`config.mk`:
```
export PLATFORM = sky130hd
export DESIGN_NAME = uie_top
export DESIGN_NICKNAME = d
export VERILOG_FILES = /design/src/uie_status.v /design/src/uie_top.v
export VERILOG_INCLUDE_DIRS = /design/src /design/src/src
export SDC_FILE = /design/constraint.sdc
export NUM_CORES = 1
export LEC_CHECK = 0
export BUFFER_PORTS_ARGS = -buffer_cell sky130_fd_sc_hd__buf_2
export CORE_MARGIN = 2
export CORE_UTILIZATION = 46
export CTS_BUF_LIST = sky130_fd_sc_hd__clkbuf_4
export DETAILED_ROUTE_END_ITERATION = 10
export GPL_ROUTABILITY_DRIVEN = 0
export PLACE_DENSITY = 0.75
export SYNTH_ARGS = -nofsm -noshare
export SYNTH_HDL_FRONTEND = slang
export SYNTH_SLANG_ARGS = --single-unit
```
`constraint.sdc`:
```
create_clock -name i_clk -period 3.64 [get_ports i_clk]
set_input_delay 0.182 -clock i_clk [delete_from_list [all_inputs] [get_ports i_clk]]
set_output_delay 0.182 -clock i_clk [all_outputs]
set_load 0.01 [all_outputs]
```
`src/uie_regs.vh`:
```
// register addresses, field positions, reset values and encodings of the interrupt enable and status block
// Behaviour
// extended fields writable only with enhanced enable
// mask gates four sources into source register
// fifo receive interrupt follows trigger level
// receive source status clears with interrupt
// data ready sets on push, clears empty
// fifo on, mask 0-3 clear: polled mode; irq still rises on a pause event while mask 5 is set
// status bit 1 flags receive overrun
// bits 2-4 give head character errors
// bit 5 set when holding empty
// bit 6 set when fifo and shifter empty
// bit 7 set on any fifo error
// mask 0 enables receive data interrupt
// mask 1 enables transmit ready interrupt
// enabling transmit mask while empty interrupts immediately
// mask 2 raises line status on bits 1-4
// overrun immediate, other errors at head
// mask 3 enables modem status interrupt
// mask 4 sleep, enhanced enable needed
// mask 5 pause interrupt, enhanced enable needed
// all mask bits reset cleared
// enhanced registers reached only with access key
// four flow characters are plain storage
// source bit 0 low while pending
`ifndef UIE_REGS_VH
`define UIE_REGS_VH
`define UIE_A_DATA 3'h0
`define UIE_A_MASK 3'h1
`define UIE_A_SRC 3'h2
`define UIE_A_LCTL 3'h3
`define UIE_A_MCTL 3'h4
`define UIE_A_LSTAT 3'h5
`define UIE_A_EFC 3'h2
`define UIE_A_RES1 3'h4
`define UIE_A_RES2 3'h5
`define UIE_A_PAU1 3'h6
`define UIE_A_PAU2 3'h7
`define UIE_KEY 8'hbf
`define UIE_EFC_EN 4
`define UIE_DLAB 7
`define UIE_MASK_RST 8'h00
`define UIE_BYTE_RST 8'h00
`define UIE_SRC_NONE 4'h1
`define UIE_SRC_LINE 4'h6
`define UIE_SRC_TOUT 4'hc
`define UIE_SRC_RXD 4'h4
`define UIE_SRC_TXR 4'h2
`define UIE_SRC_MDM 4'h0
`define UIE_SRC_PAUSE 6'h10
`endif

```
`src/uie_status.v`:
```
// line status and pending-source logic
`include "uie_regs.vh"
module uie_status (
  // control
  input wire i_fifo_en,
  input wire [7:0] i_mask,
  input wire [5:0] i_rx_trig,
  input wire [5:0] i_tx_trig,
  // datapath state
  input wire [5:0] i_rx_fill,
  input wire [5:0] i_tx_fill,
  input wire i_tx_shift_empty,
  input wire [2:0] i_head_err,
  input wire i_any_err,
  input wire i_overrun,
  input wire i_modem_evt,
  input wire i_rx_timeout,
  input wire i_pause_evt,
  input wire i_tx_pend,
  // results
  output wire [7:0] o_line,
  output reg [3:0] o_code,
  output wire o_pause,
  output wire o_pending,
  output wire o_thr_empty
);
  wire rx_ready;
  wire rx_int;
  wire tx_int;
  wire line_int;
  assign rx_ready = (i_rx_fill != 6'h00);
  assign o_thr_empty = (i_tx_fill == 6'h00);
  // tx ready in fifo mode: below trigger
  assign tx_int = i_mask[1] & i_tx_pend;
  assign rx_int = i_mask[0] & (i_fifo_en ? (i_rx_fill >= i_rx_trig) : rx_ready);
  assign o_line = {i_any_err, o_thr_empty & i_tx_shift_empty, o_thr_empty,
                   i_head_err, i_overrun, rx_ready};
  assign line_int = i_mask[2] & (|o_line[4:1]);
  assign o_pause = i_mask[5] & i_pause_evt;
  // with mask 0-3 clear no source below is raised, so o_pending follows o_pause only
  always @* begin
    if (line_int) begin
      o_code = `UIE_SRC_LINE;
    end else if (i_mask[0] & i_rx_timeout) begin
      o_code = `UIE_SRC_TOUT;
    end else if (rx_int) begin
      o_code = `UIE_SRC_RXD;
    end else if (tx_int) begin
      o_code = `UIE_SRC_TXR;
    end else if (i_mask[3] & i_modem_evt) begin
      o_code = `UIE_SRC_MDM;
    end else begin
      o_code = `UIE_SRC_NONE;
    end
  end
  assign o_pending = (o_code != `UIE_SRC_NONE) | o_pause;
endmodule

```
`src/uie_top.v`:
```
// register bus, mask, enhanced and flow character registers of one channel
`include "uie_regs.vh"
module uie_top #(
  parameter DEPTH_W = 6
) (
  // clock and reset
  input wire i_clk,
  input wire i_nrst,
  // register bus
  input wire [2:0] i_addr,
  input wire [7:0] i_wdata,
  input wire i_wr,
  input wire i_rd,
  output reg [7:0] o_rdata,
  // control from neighbouring blocks
  input wire [7:0] i_line_ctl,
  input wire i_fifo_en,
  input wire [5:0] i_rx_trig,
  input wire [5:0] i_tx_trig,
  // datapath state
  input wire [DEPTH_W-1:0] i_rx_fill,
  input wire [DEPTH_W-1:0] i_tx_fill,
  input wire i_tx_shift_empty,
  input wire [2:0] i_head_err,
  input wire i_any_err,
  input wire i_overrun,
  input wire i_modem_evt,
  input wire i_rx_timeout,
  input wire i_pause_evt,
  input wire i_tx_written,
  // outputs
  output reg o_irq,
  output reg o_sleep_en,
  output reg [7:0] o_mask,
  output reg [7:0] o_efc,
  output reg [7:0] o_res1,
  output reg [7:0] o_res2,
  output reg [7:0] o_pau1,
  output reg [7:0] o_pau2,
  output reg o_ext_wr_ok
);
  wire key;
  wire ext_ok;
  wire std;
  wire [7:0] line;
  wire [3:0] code;
  wire pause;
  wire pending;
  wire thr_empty;
  reg tx_pend_r;
  reg tx_pend_nxt;
  reg thr_empty_r;
  reg [7:0] mask_nxt;
  reg [7:0] rd_nxt;
  assign key = (i_line_ctl == `UIE_KEY);
  assign std = ~key & ~i_line_ctl[`UIE_DLAB];
  assign ext_ok = o_efc[`UIE_EFC_EN];
  uie_status u_stat (
    .i_fifo_en(i_fifo_en),
    .i_mask(o_mask),
    .i_rx_trig(i_rx_trig),
    .i_tx_trig(i_tx_trig),
    .i_rx_fill(i_rx_fill[5:0]),
    .i_tx_fill(i_tx_fill[5:0]),
    .i_tx_shift_empty(i_tx_shift_empty),
    .i_head_err(i_head_err),
    .i_any_err(i_any_err),
    .i_overrun(i_overrun),
    .i_modem_evt(i_modem_evt),
    .i_rx_timeout(i_rx_timeout),
    .i_pause_evt(i_pause_evt),
    .i_tx_pend(tx_pend_r),
    .o_line(line),
    .o_code(code),
    .o_pause(pause),
    .o_pending(pending),
    .o_thr_empty(thr_empty)
  );
  // mask write: upper nibble kept unless enhanced functions are on
  always @* begin
    mask_nxt = o_mask;
    if (i_wr & std & (i_addr == `UIE_A_MASK)) begin
      mask_nxt[3:0] = i_wdata[3:0];
      if (ext_ok) begin
        mask_nxt[7:4] = i_wdata[7:4];
      end
    end
  end
  // transmit ready pending: set on emptying or fifo below trigger, or on enable while empty
  always @* begin
    tx_pend_nxt = tx_pend_r;
    if (i_fifo_en) begin
      tx_pend_nxt = (i_tx_fill[5:0] < i_tx_trig);
    end else if (thr_empty & ~thr_empty_r) begin
      tx_pend_nxt = 1'b1;
    end
    if (mask_nxt[1] & ~o_mask[1] & thr_empty) begin
      tx_pend_nxt = 1'b1;
    end
    // set beats clear: a new empty edge or enable wins over a source read
    if ((i_tx_written | (i_rd & std & (i_addr == `UIE_A_SRC) & (code == `UIE_SRC_TXR))) &
        ~(thr_empty & ~thr_empty_r) & ~(mask_nxt[1] & ~o_mask[1])) begin
      tx_pend_nxt = 1'b0;
    end
  end
  always @* begin
    rd_nxt = 8'h00;
    if (key) begin
      case (i_addr)
        `UIE_A_EFC: rd_nxt = o_efc;
        `UIE_A_RES1: rd_nxt = o_res1;
        `UIE_A_RES2: rd_nxt = o_res2;
        `UIE_A_PAU1: rd_nxt = o_pau1;
        `UIE_A_PAU2: rd_nxt = o_pau2;
        default: rd_nxt = 8'h00;
      endcase
    end else if (std) begin
      case (i_addr)
        `UIE_A_MASK: rd_nxt = o_mask;
        `UIE_A_SRC: rd_nxt = {{2{i_fifo_en}}, 1'b0, pause & ext_ok & (code == `UIE_SRC_NONE),
                              (pause & (code == `UIE_SRC_NONE)) ? 4'h0 : code};
        `UIE_A_LSTAT: rd_nxt = line;
        default: rd_nxt = 8'h00;
      endcase
    end
  end
  always @(posedge i_clk or negedge i_nrst) begin
    if (!i_nrst) begin
      o_mask <= `UIE_MASK_RST;
      o_efc <= `UIE_BYTE_RST;
      o_res1 <= `UIE_BYTE_RST;
      o_res2 <= `UIE_BYTE_RST;
      o_pau1 <= `UIE_BYTE_RST;
      o_pau2 <= `UIE_BYTE_RST;
      o_rdata <= 8'h00;
      o_irq <= 1'b0;
      o_sleep_en <= 1'b0;
      o_ext_wr_ok <= 1'b0;
      tx_pend_r <= 1'b0;
      thr_empty_r <= 1'b1;
    end else begin
      o_mask <= mask_nxt;
      o_sleep_en <= mask_nxt[4];
      o_rdata <= rd_nxt;
      o_irq <= pending;
      o_ext_wr_ok <= ext_ok;
      tx_pend_r <= tx_pend_nxt;
      thr_empty_r <= thr_empty;
      if (i_wr & key) begin
        case (i_addr)
          `UIE_A_EFC: o_efc <= i_wdata;
          `UIE_A_RES1: o_res1 <= i_wdata;
          `UIE_A_RES2: o_res2 <= i_wdata;
          `UIE_A_PAU1: o_pau1 <= i_wdata;
          `UIE_A_PAU2: o_pau2 <= i_wdata;
          default: o_efc <= o_efc;
        endcase
      end
    end
  end
endmodule

```
==> results.md <==
- The master cell of the clock root buffer is sky130_fd_sc_hd__clkbuf_4.
- The clock edge transition at the registers on the reported setup and hold paths is 100 ps.
- The iteration count of the initial detailed-routing pass is 4.
- The worst slew slack as a fraction of its limit is 44.58%.
- Of all cell types, the one taking the most synthesized area is sky130_fd_sc_hd__dfrtp_1.
- Max-cap violations in this run came to 0.
- The worst hold path stage count is 3.
- The number of filler instances in the final layout is 590.
- Ranked by total cell area, the synthesized netlist is headed by sky130_fd_sc_hd__dfrtp_1 (47%), sky130_fd_sc_hd__mux2_2 (14%), sky130_fd_sc_hd__ha_1 (4.4%).
- The number of buffer cells added on primary ports is 116.
- The final count of hold timing violations is 0.
- The routed via count divided by cell count is 5.520.
- The leakage power total is 2.197 nW.
- The clock latency on the worst-skew pair is 410 ps.
- From left edge to right edge, the die measures 86.79 microns.
- Setup repair after global routing left no endpoint under its margin.
- The kind of start point of the critical path is a primary input.
- The placed wire-length estimate after detailed placement is 6.336 mm.
- The final cell count without fillers is 471.
- On the critical path the largest part of the delay comes from simple AND/OR/NAND/NOR gates.
- The total track usage is 22.69%.
- The capturing element type of the critical path is a flip-flop.
- For the pin with the worst max-slew slack, the measured transition is 831.3 ps.
- The first global-routing pass estimated 12.81 mm of wire.
- Static timing analysis puts the maximum clock frequency at 0.5553 GHz.
- The post-synthesis async set-or-reset flop share is 100.0%.
- The detailed router's first-iteration violation count is 137.
- Cells with a size suffix above 1 make up 49.36% of the layout.
- Relative to the synthesized area, the layout overhead comes to 25.48%.
- The initial antenna violation count is 0.
- Entering global routing, the biggest net connects 38 pins.
- The TritonCTS buffer count is 9.
- Between clock sinks in the finished design, the worst skew comes to 10.22 ps.
- When the netlist entered floorplanning its net count stood at 333.
- The primary flip-flop cell chosen by synthesis mapping is sky130_fd_sc_hd__dfrtp_1.
- Counting both buffers and inverters, the worst setup path holds a total of 1.
- The area share of the largest cell type after synthesis is 46.83%.
- Once placement finished, the instance area stood at 3796 sq um.
- The final layout contains 455 nets.
- Of the available clock period, the critical path in the final layout requires 49.47%.
- The antenna diode count is 0.
- The maximum cell stage delay along the critical path is 560 ps.
- The synthesized cell area is 3153 sq um.
- The cell row count is 30.
- The run finished with clean final reports.
- On the critical path, the stage with the largest delay is an instance of sky130_fd_sc_hd__nor2_1.
- The detailed-route DRC error count is 0.
- The total I/O pin count is 117.
- The power density over the cells is 341.6 nW/um^2.
- The floorplan step defined a die boundary enclosing 7533 sq um.
- The via total after detailed routing is 2600.
- The die height is 86.79 microns.
- The post-synthesis sequential area ratio is 47.66%.
- The final core area utilization is 58.88%.
- The wire length per cell is 17.75 microns.
- The largest fanout on the critical path is 17.
- The area of the core is 6719 sq um.
- The depth of the worst register-to-register path is 4.
- The TritonCTS clock tree is done.
- The total negative slack is 0 ps.
- The worst hold path belongs to the class primary input to flip-flop.
- The clock passes through at most 2 buffers.
- The data arrival at the endpoint of the critical path is 2090 ps.
- Dividing the synthesized area by the synthesized cell count gives 11.94 sq um.
- The minimum period implied by the final worst setup slack is 1801 ps.
- The number of global-route vias before repair is 2558.
- The count of antenna-violating nets left after detailed routing is 0.
- For this run the aggregate overflow at the end of global routing stands at 0.
- The warning count from the yosys run is 0.
- The finished cells cover 3956 sq um.
- The data required time at the worst endpoint is 3930 ps.
- Traced cell by cell, the critical path runs through buf_2, nand2b_1, nor2_1, nand3_1, mux2_2.
- Yosys mapped a number of flops with a built-in enable equal to 0.
- The number of H-tree branching levels is 3.
- The critical setup path kind is primary input to flip-flop.
- The max-slew violation count came to 0.
- In this run the number of cells on the critical path is 5.
- The initial cell density of the core is 46.93%.
- The number of different library cells used by synthesis comes to 48.
- After technology mapping, the gate count stands at 264.
- For this block, the routed nets add up to 8.359 mm of wire.
- The count of clock tree sinks is 60.
- The flop and latch count out of synthesis is 60.
- The final number of setup-violating endpoints is 0.
- The number of placed cells counting well taps is 452.
- The largest voltage drop on the vdd net is 248.7 uV.
[worst paths after layout]
kind,start,to,slack [ps]
min,i_pause_evt,o_irq,40
min in group asynchronous,i_nrst,o_rdata[6],400
min reg2reg,o_pau1[5],o_pau1[5],530
max,i_addr[0],o_efc[1],1840
max in group asynchronous,i_nrst,o_pau1[0],2420
max reg2reg,o_pau2[2],o_rdata[2],2100
[cell families (layout without fill, tap and decap cells)]
logic type / Yosys count / count (layout) / synth area share [%]
simple gates: 62 / 62 / 10.44
compound gates: 48 / 48 / 10.64
mux: 58 / 58 / 23.57
fa+ha+maj: 11 / 11 / 4.365
buf+inv: 25 / 152 / 3.333
flops: 60 / 60 / 47.66
[layout by cell type, fill, tap and decap left out, types with 3 or more instances in the layout]
cell,instances
sky130_fd_sc_hd__nor2_1,8
sky130_fd_sc_hd__mux2_2,38
sky130_fd_sc_hd__mux2_4,8
sky130_fd_sc_hd__nor3_1,3
sky130_fd_sc_hd__ha_1,11
sky130_fd_sc_hd__o21ai_0,9
sky130_fd_sc_hd__mux4_2,6
sky130_fd_sc_hd__nand2b_1,3
sky130_fd_sc_hd__nand3_1,4
sky130_fd_sc_hd__clkbuf_4,10
sky130_fd_sc_hd__nand2_1,23
sky130_fd_sc_hd__and3_1,3
sky130_fd_sc_hd__inv_1,15
sky130_fd_sc_hd__mux2i_1,6
sky130_fd_sc_hd__dfrtp_1,59
sky130_fd_sc_hd__nor2b_1,3
sky130_fd_sc_hd__a21oi_1,8
sky130_fd_sc_hd__a22oi_1,7
sky130_fd_sc_hd__buf_2,116
sky130_fd_sc_hd__dlygate4sd3_1,3
sky130_fd_sc_hd__nand3b_1,3
sky130_fd_sc_hd__o22ai_1,5
sky130_fd_sc_hd__nor2_2,3
[synthesized netlist by cell type (2+ instances only)]
cell type,instances
sky130_fd_sc_hd__nor2_2,3
sky130_fd_sc_hd__dfrtp_1,59
sky130_fd_sc_hd__inv_1,15
sky130_fd_sc_hd__buf_4,2
sky130_fd_sc_hd__nand2b_1,3
sky130_fd_sc_hd__o41ai_1,2
sky130_fd_sc_hd__nand2_1,23
sky130_fd_sc_hd__a41o_1,2
sky130_fd_sc_hd__ha_1,11
sky130_fd_sc_hd__a22oi_1,7
sky130_fd_sc_hd__nand3b_1,3
sky130_fd_sc_hd__clkbuf_1,3
sky130_fd_sc_hd__o22ai_1,5
sky130_fd_sc_hd__or4_1,2
sky130_fd_sc_hd__nand4_1,2
sky130_fd_sc_hd__mux4_2,6
sky130_fd_sc_hd__nand3_1,4
sky130_fd_sc_hd__a31oi_1,2
sky130_fd_sc_hd__a21oi_1,8
sky130_fd_sc_hd__nor3_1,3
sky130_fd_sc_hd__buf_2,3
sky130_fd_sc_hd__nor2_1,8
sky130_fd_sc_hd__mux2i_1,6
sky130_fd_sc_hd__a22o_1,2
sky130_fd_sc_hd__mux2_2,38
sky130_fd_sc_hd__and3_1,3
sky130_fd_sc_hd__mux2_4,8
sky130_fd_sc_hd__nor2b_1,3
sky130_fd_sc_hd__o21ai_0,9
[report_power, final]
part / internal, W / leakage (nW) / switching (W) / total, W
registers: 0.000687 / 0.822 / 0.0000215 / 0.000709
logic: 0.0000823 / 1.30 / 0.000108 / 0.000190
clock network: 0.000210 / 0.0712 / 0.000243 / 0.000453
total: 0.000980 / 2.20 / 0.000372 / 0.00135
[tightest hold or removal path, cell delays in order]
cell                      delay [ps]
sky130_fd_sc_hd__buf_2           100
sky130_fd_sc_hd__nand2_1          70
sky130_fd_sc_hd__nand4_1          70
[layer usage]
metal  share of wire, %  track usage [%]  up-vias  routed length [microns]
met4                1.7            8.523        0                      143
met3                5.6            4.762       15                      466
li1                   -                -     1226                        -
met1                 42            29.31     1265                     3483
met5                  0                0        -                        0
met2                 51            37.54       94                     4266
[cell type report]
class,instances,area (sq um),share of cell area (%)
clock inverter,6,55.05,1.392
multi-input combinational,179,1545,39.06
inverter,16,60.06,1.518
clock buffer,10,75.07,1.898
sequential,60,1503,37.98
timing repair buffer,120,618.1,15.62
tap,80,100.1,2.530
[per-stage QoR]
stage | total power, W | setup slack, ps | hold WS [ps]
2_1_floorplan | 0.0008106 | 1997 | -113.6
3_3_place_gp | 0.0009052 | 1546 | 302.6
3_5_place_dp | 0.0009110 | 1398 | 318.0
4_1_cts | 0.001358 | 1817 | 31.97
5_1_grt | 0.001418 | 1691 | 47.80
6_report | 0.001351 | 1839 | 41.13
[what timing repair did]
| item | 4_1_cts | 5_1_grt |
|---|---|---|
| hold buffers | 3 | 0 |
| endpoints found under the hold margin | 36 | 0 |
| gates resized for setup | 0 | 0 |
| buffers inserted | 0 | 0 |
[sequential cells by signal (all words and copies together), names as in the netlist]
register,count
thr_empty_r,1
o_pau2,8
o_rdata,8
o_ext_wr_ok,1
o_efc,8
o_mask,8
o_res1,8
o_irq,1
o_pau1,8
tx_pend_r,1
o_res2,8
No activity file was read; power rests on OpenSTA's default activity.
